===== src/hdl/hv_cfg_pkg.sv =====
// constants for the second high-voltage configuration register logic
package hv_cfg_pkg;
   localparam int CFG_W = 8;
   localparam logic [7:0] CFG_RESET = 8'h00;
   localparam int TMON_BIT = 6;
   localparam int VSHORT_BIT = 5;
   localparam int READBACK_BIT = 4;
   localparam int REENABLE_BIT = 3;
   localparam int PASSIVE_BIT = 2;
   localparam int WTO_DIS_BIT = 1;
   localparam int PULLUP_BIT = 0;
   localparam logic [7:0] REENABLE_MASK = 8'h08;
   // driver and short-flag vector order
   localparam int PIN_BUS = 0;
   localparam int PIN_AUX = 1;
   localparam int PIN_WAKE = 2;
   localparam int NPINS = 3;
   // edge flag vector order
   localparam int EDGE_WAKE = 0;
   localparam int EDGE_AUX = 1;
   // timing
   localparam longint CLK_PERIOD_NS = 8;
   localparam longint SHORT_BUS_NS = 20000;
   localparam longint SHORT_WAKE_NS = 400000;
   localparam longint WAKE_TIMEOUT_MS = 1300;
   localparam int SHORT_CNT_W = 16;
   localparam int TIMEOUT_CNT_W = 28;
   // least times round up
   localparam int unsigned SHORT_BUS_CYC =
      32'((SHORT_BUS_NS + CLK_PERIOD_NS - 1) / CLK_PERIOD_NS);
   localparam int unsigned SHORT_WAKE_CYC =
      32'((SHORT_WAKE_NS + CLK_PERIOD_NS - 1) / CLK_PERIOD_NS);
   // longest time rounds down
   localparam int unsigned WAKE_TIMEOUT_CYC =
      32'((WAKE_TIMEOUT_MS * 1000000) / CLK_PERIOD_NS);
endpackage


===== src/hdl/short_filter.sv =====
// persistence filter: one event pulse when a short lasts LIMIT cycles
`timescale 1ns/10ps
`default_nettype none
module short_filter #(
   parameter int unsigned LIMIT = 2
) (
   input wire logic i_clk,
   input wire logic i_rst,
   input wire logic i_level,
   output logic o_event
);
   import hv_cfg_pkg::*;
   typedef struct packed {
      logic [SHORT_CNT_W-1:0] cnt;
      logic fired;
      logic evt;
   } filt_t;
   filt_t q;
   filt_t next_q;

   always_comb begin
      next_q = q;
      next_q.evt = 1'b0;
      if (!i_level) begin
         // a glitch shorter than the limit leaves no trace
         next_q.cnt = '0;
         next_q.fired = 1'b0;
      end else if (!q.fired) begin
         if (q.cnt == SHORT_CNT_W'(LIMIT - 1)) begin
            next_q.evt = 1'b1;
            next_q.fired = 1'b1;
         end else begin
            next_q.cnt = q.cnt + 1'b1;
         end
      end
   end

   always_ff @(posedge i_clk or posedge i_rst) begin
      if (i_rst) begin
         q <= '0;
      end else begin
         q <= next_q;
      end
   end

   assign o_event = q.evt;
endmodule
`default_nettype wire


===== src/hdl/pin_sync_edge.sv =====
// two-stage synchroniser with registered level and edge pulse
`timescale 1ns/10ps
`default_nettype none
module pin_sync_edge (
   input wire logic i_clk,
   input wire logic i_rst,
   input wire logic i_pin,
   output logic o_level,
   output logic o_edge
);
   typedef struct packed {
      logic s1;
      logic s2;
      logic s3;
      logic edge_p;
   } sync_t;
   sync_t q;
   sync_t next_q;

   always_comb begin
      next_q = q;
      next_q.s1 = i_pin;
      next_q.s2 = q.s1;
      next_q.s3 = q.s2;
      // only synchronised stages feed the detector
      next_q.edge_p = q.s2 ^ q.s3;
   end

   always_ff @(posedge i_clk or posedge i_rst) begin
      if (i_rst) begin
         q <= '0;
      end else begin
         q <= next_q;
      end
   end

   assign o_level = q.s3;
   assign o_edge = q.edge_p;
endmodule
`default_nettype wire


===== src/hdl/hv_pin_config_control.sv =====
// control logic behind the second high-voltage configuration register
`timescale 1ns/10ps
`default_nettype none
// Overview of operation
// - bit 6 enables the temperature monitor and routes it to the converter
// - bit 5 shorts the voltage channel input for converter noise self-test
// - bit 4 enables wake and aux edge detection; each edge raises the interrupt
// - with bit 4 set, wake and aux levels read back live in monitor
// - shorts count only after 20 us on bus or aux, 400 us on wake
// - writing one to bit 3 re-enables drivers shut off by a short
// - writing one to bit 3 re-enables wake and aux after thermal shutdown
// - pending short interrupt clears only on a one written to bit 3
// - bit 3 clears itself and always reads zero
// - passive mode: bus short flags and interrupts, driver stays enabled
// - active mode: bus short flags, interrupts and disables the driver
// - a driver disabled by protection returns only on the bit 3 write
// - bit 1 clear: wake pin drops 1.3 s after assertion; set disables timeout
// - bit 0 connects the wake open-circuit diagnostic pull-up
// - wake assert bit drives wake high; cleared selects the pull-down
// - the high-voltage interrupt reaches the processor only when enabled
// - register resets to zero, accessed only through the indirect data path
module hv_pin_config_control #(
   parameter int unsigned P_WAKE_SHORT_CYC = hv_cfg_pkg::SHORT_WAKE_CYC,
   parameter int unsigned P_WAKE_TIMEOUT_CYC = hv_cfg_pkg::WAKE_TIMEOUT_CYC
) (
   input wire logic i_clk,
   input wire logic i_rst,
   // indirect data path write strobe and data
   input wire logic i_cfg_wr,
   input wire logic [hv_cfg_pkg::CFG_W-1:0] i_cfg_wdata,
   output logic [hv_cfg_pkg::CFG_W-1:0] o_cfg_rdata,
   // status register read strobe, clears edge flags
   input wire logic i_status_rd,
   // wake assert bit of the first configuration register
   input wire logic i_wake_assert,
   // interrupt enable bit of the interrupt enable register
   input wire logic i_irq_en,
   // raw short-current and thermal indications from the analogue side
   input wire logic i_bus_short,
   input wire logic i_aux_short,
   input wire logic i_wake_short,
   input wire logic i_thermal_evt,
   // pins
   input wire logic i_wake_pin,
   output logic o_wake_pin,
   output logic o_wake_pin_oe,
   input wire logic i_aux_pin,
   // analogue controls
   output logic o_tmon_en,
   output logic o_vshort_en,
   output logic o_wake_pullup_en,
   output logic o_wake_pulldown_en,
   output logic o_bus_drv_en,
   output logic o_aux_drv_en,
   output logic o_wake_drv_en,
   // monitor and status bits
   output logic o_mon_wake,
   output logic o_mon_aux,
   output logic [hv_cfg_pkg::NPINS-1:0] o_short_flags,
   output logic [1:0] o_edge_flags,
   output logic o_hv_irq
);
   import hv_cfg_pkg::*;

   typedef struct packed {
      logic [CFG_W-1:0] cfg;
      logic [NPINS-1:0] drv_on;
      logic [NPINS-1:0] short_pend;
      logic [1:0] edge_pend;
      logic [TIMEOUT_CNT_W-1:0] wake_cnt;
      logic wake_to;
      logic wake_oe;
      logic pull_dn;
      logic mon_wake;
      logic mon_aux;
      logic irq;
   } ctrl_t;

   ctrl_t q;
   ctrl_t next_q;
   logic [NPINS-1:0] short_evt;
   logic wake_lvl;
   logic wake_edge;
   logic aux_lvl;
   logic aux_edge;
   logic reenable;
   logic passive;
   logic [1:0] edge_evt;

   // hardware set wins over a clear in the same cycle
   function automatic logic [NPINS-1:0] pend_next(
      input logic [NPINS-1:0] old,
      input logic [NPINS-1:0] set,
      input logic [NPINS-1:0] clr
   );
      pend_next = set | (old & ~clr);
   endfunction

   short_filter #(
      .LIMIT(SHORT_BUS_CYC)
   ) u_bus_filt (
      .i_clk(i_clk),
      .i_rst(i_rst),
      .i_level(i_bus_short),
      .o_event(short_evt[PIN_BUS])
   );

   short_filter #(
      .LIMIT(SHORT_BUS_CYC)
   ) u_aux_filt (
      .i_clk(i_clk),
      .i_rst(i_rst),
      .i_level(i_aux_short),
      .o_event(short_evt[PIN_AUX])
   );

   short_filter #(
      .LIMIT(P_WAKE_SHORT_CYC)
   ) u_wake_filt (
      .i_clk(i_clk),
      .i_rst(i_rst),
      .i_level(i_wake_short),
      .o_event(short_evt[PIN_WAKE])
   );

   pin_sync_edge u_wake_sync (
      .i_clk(i_clk),
      .i_rst(i_rst),
      .i_pin(i_wake_pin),
      .o_level(wake_lvl),
      .o_edge(wake_edge)
   );

   pin_sync_edge u_aux_sync (
      .i_clk(i_clk),
      .i_rst(i_rst),
      .i_pin(i_aux_pin),
      .o_level(aux_lvl),
      .o_edge(aux_edge)
   );

   always_comb begin
      next_q = q;
      reenable = i_cfg_wr & i_cfg_wdata[REENABLE_BIT];
      passive = q.cfg[PASSIVE_BIT];
      edge_evt = '0;

      // the re-enable bit acts on the write and is never stored
      if (i_cfg_wr) begin
         next_q.cfg = i_cfg_wdata & ~REENABLE_MASK;
      end

      // re-enable first, so a fresh event in the same cycle still wins
      if (reenable) begin
         next_q.drv_on = '1;
      end
      if (short_evt[PIN_BUS] && !passive) begin
         next_q.drv_on[PIN_BUS] = 1'b0;
      end
      if (short_evt[PIN_AUX] && !passive) begin
         next_q.drv_on[PIN_AUX] = 1'b0;
      end
      if (short_evt[PIN_WAKE]) begin
         next_q.drv_on[PIN_WAKE] = 1'b0;
      end
      if (i_thermal_evt) begin
         next_q.drv_on[PIN_AUX] = 1'b0;
         next_q.drv_on[PIN_WAKE] = 1'b0;
      end

      // short flags clear only on the re-enable write
      next_q.short_pend = pend_next(q.short_pend, short_evt, {NPINS{reenable}});

      // edges count only while readback is enabled
      if (q.cfg[READBACK_BIT]) begin
         edge_evt[EDGE_WAKE] = wake_edge;
         edge_evt[EDGE_AUX] = aux_edge;
      end
      next_q.edge_pend = 2'(pend_next({1'b0, q.edge_pend}, {1'b0, edge_evt},
         {1'b0, {2{i_status_rd}}}));

      next_q.irq = i_irq_en & (|next_q.short_pend | |next_q.edge_pend);

      next_q.mon_wake = q.cfg[READBACK_BIT] & wake_lvl;
      next_q.mon_aux = q.cfg[READBACK_BIT] & aux_lvl;

      // wake timeout counter restarts on each new assertion
      if (!i_wake_assert || q.cfg[WTO_DIS_BIT]) begin
         next_q.wake_cnt = '0;
         next_q.wake_to = 1'b0;
      end else if (!q.wake_to) begin
         if (q.wake_cnt == TIMEOUT_CNT_W'(P_WAKE_TIMEOUT_CYC - 1)) begin
            next_q.wake_to = 1'b1;
         end else begin
            next_q.wake_cnt = q.wake_cnt + 1'b1;
         end
      end

      next_q.wake_oe = i_wake_assert & ~next_q.wake_to & next_q.drv_on[PIN_WAKE];
      next_q.pull_dn = ~i_wake_assert;
   end

   always_ff @(posedge i_clk or posedge i_rst) begin
      if (i_rst) begin
         q.cfg <= CFG_RESET;
         q.drv_on <= '1;
         q.short_pend <= '0;
         q.edge_pend <= '0;
         q.wake_cnt <= '0;
         q.wake_to <= 1'b0;
         q.wake_oe <= 1'b0;
         q.pull_dn <= 1'b1;
         q.mon_wake <= 1'b0;
         q.mon_aux <= 1'b0;
         q.irq <= 1'b0;
      end else begin
         q <= next_q;
      end
   end

   assign o_cfg_rdata = q.cfg;
   assign o_tmon_en = q.cfg[TMON_BIT];
   assign o_vshort_en = q.cfg[VSHORT_BIT];
   assign o_wake_pullup_en = q.cfg[PULLUP_BIT];
   assign o_wake_pulldown_en = q.pull_dn;
   assign o_wake_pin = q.wake_oe;
   assign o_wake_pin_oe = q.wake_oe;
   assign o_bus_drv_en = q.drv_on[PIN_BUS];
   assign o_aux_drv_en = q.drv_on[PIN_AUX];
   assign o_wake_drv_en = q.drv_on[PIN_WAKE];
   assign o_mon_wake = q.mon_wake;
   assign o_mon_aux = q.mon_aux;
   assign o_short_flags = q.short_pend;
   assign o_edge_flags = q.edge_pend;
   assign o_hv_irq = q.irq;
endmodule
`default_nettype wire


===== config.mk =====
export PLATFORM = sky130hd
export DESIGN_NAME = hv_pin_config_control
export DESIGN_NICKNAME = d
export VERILOG_FILES = /design/src/hdl/hv_cfg_pkg.sv /design/src/hdl/short_filter.sv /design/src/hdl/pin_sync_edge.sv /design/src/hdl/hv_pin_config_control.sv
export SDC_FILE = /design/constraint.sdc
export NUM_CORES = 1
export LEC_CHECK = 0
export BUFFER_PORTS_ARGS = -buffer_cell sky130_fd_sc_hd__buf_2
export CAP_MARGIN = 20
export CELL_PAD_IN_SITES_DETAIL_PLACEMENT = 0
export CELL_PAD_IN_SITES_GLOBAL_PLACEMENT = 1
export CORE_ASPECT_RATIO = 0.8
export CORE_MARGIN = 5
export CORE_UTILIZATION = 40
export CTS_CLUSTER_DIAMETER = 30
export CTS_CLUSTER_SIZE = 14
export DETAILED_ROUTE_END_ITERATION = 12
export PLACE_DENSITY_LB_ADDON = 0.1
export SYNTH_ARGS = -nofsm -noshare
export SYNTH_HDL_FRONTEND = slang
export SYNTH_HIERARCHICAL = 1
export SYNTH_SLANG_ARGS = --single-unit

===== constraint.sdc =====
create_clock -name i_clk -period 2.3 [get_ports i_clk]
set_input_delay 0.345 -clock i_clk [delete_from_list [all_inputs] [get_ports i_clk]]
set_output_delay 0.345 -clock i_clk [all_outputs]
set_load 0.02 [all_outputs]

==> impl_metrics.csv <==
group,metric,value,unit
status,run_status,"complete, no violations",
clocking,ctsResizeCount,0,
finish,design_area,6110,um2
worst_setup_path,cp.required,2530,ps
placed_design,io_buffers,43,
timing,rsz0062_at_grt,"no",
route,num_vias,3896,
clocking,insertion_delay,350,ps
synthesis,ys_seq_area_share,50.9,%
timing,tightest_slew,733,ps
pwr,power.leakage,2.61,nW
clocking,cts_buffers,9,
clocking,cts_tree,"built",
pwr,finalPower,0.00393,W
global_route,grt_pass1_wl,19.3,mm
worst_setup_path,critPathCaptureType,"flip-flop",
timing,max_slew_margin,51.1,%
timing,max_freq,490,MHz
worst_setup_path,cp_slowest_stage_delay,410,ps
clocking,cts_num_sinks,111,
synthesis,synthDistinctLibCells,62,
synthesis,synth_flop_cell,"dfrtp_1",
timing,period_needed,2040,ps
synthesis,netlist_area,5470,um2
finish,multiInputGateArea,2420,um2
synthesis,synth_seq_cells,111,
pwr,p_seq_share,52.1,%
route,dr.first_iter.drc_count,263,
finish,antenna_cells,0,
route,wl_per_cell,15.3,um
synthesis,synthCells,530,
worst_setup_path,path_cells,"ha_1, nand4_1, nor4_1, a31oi_2, nand4_1, mux2_2",
floorplanning,num_rows,38,
global_route,grt_max_degree,32,
floorplanning,start_util,40.5,%
global_route,grt_pass1_vias,3801,
job,drv_cap,0,
finish,layout-drive-gt1-share,17.8,%
timing,setup_tns,0,ps
finish,final_common_cell,"dfrtp_1",
pwr,irDropWorstVdd,0.384,mV
pwr,clkPwrFrac,41.3,%
worst_setup_path,worst-path-buf-inv,0,
synthesis,synth-edff-count,0,
floorplanning,pin_count,45,
floorplanning,fp.coreArea,13500,um2
finish,final.fill_count,1325,
floorplanning,fp.dieH,115,um
global_route,grt.total_usage,14.9,%
worst_setup_path,worstSetupPathType,"reg -> reg",
pwr,p_per_area,643,nW/um2
route,viasPerCell,5.22,
worst_setup_path,crit_fanout,6,
pwr,sw_frac_of_total,23.6,%
synthesis,yosysWarnings,6,
clocking,root_buffer,"clkbuf_16",
worst_setup_path,cpLargestDelayFamily,"simple AND/OR/NAND/NOR gates",
floorplanning,die-area,16100,um2
finish,final-seq-area,2780,um2
finish,layout_common_cells,"107 x dfrtp_1, 59 x nor2_1, 43 x buf_2",
route,totalWireLength,11.4,mm
global_route,grt_overflow,0,
clocking,h-tree-depth,3,
floorplanning,die_x,141,um
pwr,power.internal,0.00300,W
clocking,clk_pin_slew,70,ps
synthesis,syn_nets,554,
timing,finalSetupViolCount,0,
hold_path,min_path_type,"in -> reg",
route,drc,0,
placed_design,hpwl,8.04,mm
clocking,cts_buffer_depth,2,
placed_design,place_inst,728,
finish,nNetsFinal,586,
global_route,antenna_found_initial,0,
finish,synthToLayoutAreaGrowth,11.7,%
route,antenna_left,0,
placed_design,gp_congestion,0.820,
placed_design,placed_cell_area,5770,um2
finish,final_cells,747,
timing,fin_crit_sh,88.7,%
pwr,p_sw,0.000925,W
worst_setup_path,slowest_stage,"dfrtp_1",
synthesis,synthArstFlopShare,100,%
route,drt_first_pass_iters,4,
timing,clock_skew,5.99,ps
worst_setup_path,crit_path_start_kind,"flip-flop",
worst_setup_path,cp.arrival,2270,ps
synthesis,synth.avg_cell_area,10.3,um2
pwr,share_comb_of_total_power,6.6,%
timing,drv_slew,0,
worst_setup_path,cpMostUsedCell,"nand4_1",
timing,hold_viol,0,
what timing repair did:
| item | CTS | global route |
|---|---|---|
| setup buffers | 0 | 2 |
| endpoints found under the setup margin | 0 | 3 |
| hold buffers | 1 | 0 |
| hold endpoints to repair | 8 | 0 |
final timing paths:
check	cells after the start	from	slack, ps	end
max	6	q[6]$_DFFE_PP0P_	260	q[9]$_DFFE_PP0P_
min	1	i_aux_pin	100	u_aux_sync/next_q[2]$_DFF_PP0_
max reg2reg	6	q[6]$_DFFE_PP0P_	260	q[9]$_DFFE_PP0P_
min reg2reg	0	u_aux_sync/next_q[2]$_DFF_PP0_	350	u_aux_sync/next_q[1]$_DFF_PP0_
max in group asynchronous	3	i_rst	1100	u_wake_filt/q[8]$_DFFE_PP0P_
min in group asynchronous	3	i_rst	480	u_aux_sync/next_q[1]$_DFF_PP0_
kinds of logic (layout without fill, tap and decap cells):
kind of cell	count (synthesis)	in the layout	share of synthesized area [%]
AND/OR/NAND/NOR	241	241	26.4
XOR/XNOR	44	44	7.05
flip-flops	111	111	50.9
AO/OA/AOI/OAI	66	66	7.28
adder cells (fa/ha/maj)	4	4	0.915
other	1	1	0.0686
buffers and inverters	50	87	4.85
multiplexers	13	13	2.54
per-layer routing:
metal | GRT usage (%) | part of all wire, % | up-vias
met1 | 22.0 | 53 | 1877
met5 | 0 | 0 | -
met3 | 4.34 | 4.3 | 11
met4 | 5.42 | 1.7 | 0
met2 | 20.6 | 41 | 66
li1 | - | - | 1942
flip-flops by register name (all words and copies together), names as in the netlist, 2 cells and up:
name,cells
u_wake_filt/q,17
o_short_flags,3
u_wake_sync/next_q,2
o_edge_flags,2
u_bus_filt/q,17
u_aux_filt/q,17
o_cfg_rdata,7
q,29
u_aux_sync/next_q,2
area by class of cell:
| class | count | area share (%) |
|---|---|---|
| clock inverter | 5 | 1.00 |
| inverter | 20 | 1.23 |
| multi-input combinational | 369 | 39.6 |
| clock buffer | 11 | 4.14 |
| tap | 180 | 3.69 |
| timing repair buffer | 51 | 4.75 |
| sequential | 111 | 45.6 |
cells in the mapped netlist, drive strengths merged (3+ instances only):
cell / number / share of area, %
inv: 20 / 1.4
nand2: 37 / 2.5
and3: 7 / 0.87
dfstp: 4 / 1.9
nor3: 15 / 1.6
xor2: 17 / 2.7
nand2b: 6 / 0.69
buf: 19 / 2.4
dfrtp: 107 / 49
nor4b: 6 / 1.2
a21oi: 26 / 2.4
o21ai: 18 / 1.6
or3: 13 / 1.6
nor2: 59 / 4.1
o31ai: 7 / 0.96
nand4b: 3 / 0.48
and3b: 3 / 0.48
a21o: 3 / 0.41
nand3: 22 / 2.0
mux2i: 6 / 1.1
mux2: 7 / 1.4
xnor2: 27 / 4.3
or4: 8 / 1.2
and4: 7 / 1.2
clkbuf: 9 / 0.62
nor4: 14 / 2.5
ha: 4 / 0.92
and4b: 4 / 0.73
nand4: 25 / 3.5
nand3b: 5 / 0.69
per-stage QoR:
stage / utilization (%) / hold WS, ps / worst slack [ps]
after floorplan: - / 111 / 494
after global placement: 42.7 / 311 / 266
after detailed placement: 42.7 / 315 / 210
after CTS: 45.1 / 72.4 / 167
after global routing: 45.2 / 75.7 / 36.6
final: 45.2 / 95.9 / 260
power by group through the flow:
stage               Combinational, W  Clock (W)  Sequential [W]
finish                      0.000258    0.00162         0.00204
global route                0.000289    0.00176         0.00205
CTS                         0.000264    0.00170         0.00204
detailed placement          0.000261          0         0.00208
global placement            0.000258          0         0.00208
floorplan                   0.000172          0         0.00209
worst register-to-register path: cells and delay by family (launching register included):
kind                     cells  cell delay, ps
AND/OR/NAND/NOR              3             720
flip-flops                   1             410
multiplexers                 1             340
AO/OA/AOI/OAI                1             260
adder cells (fa/ha/maj)      1             210
Power figures use the tool's default switching activity.
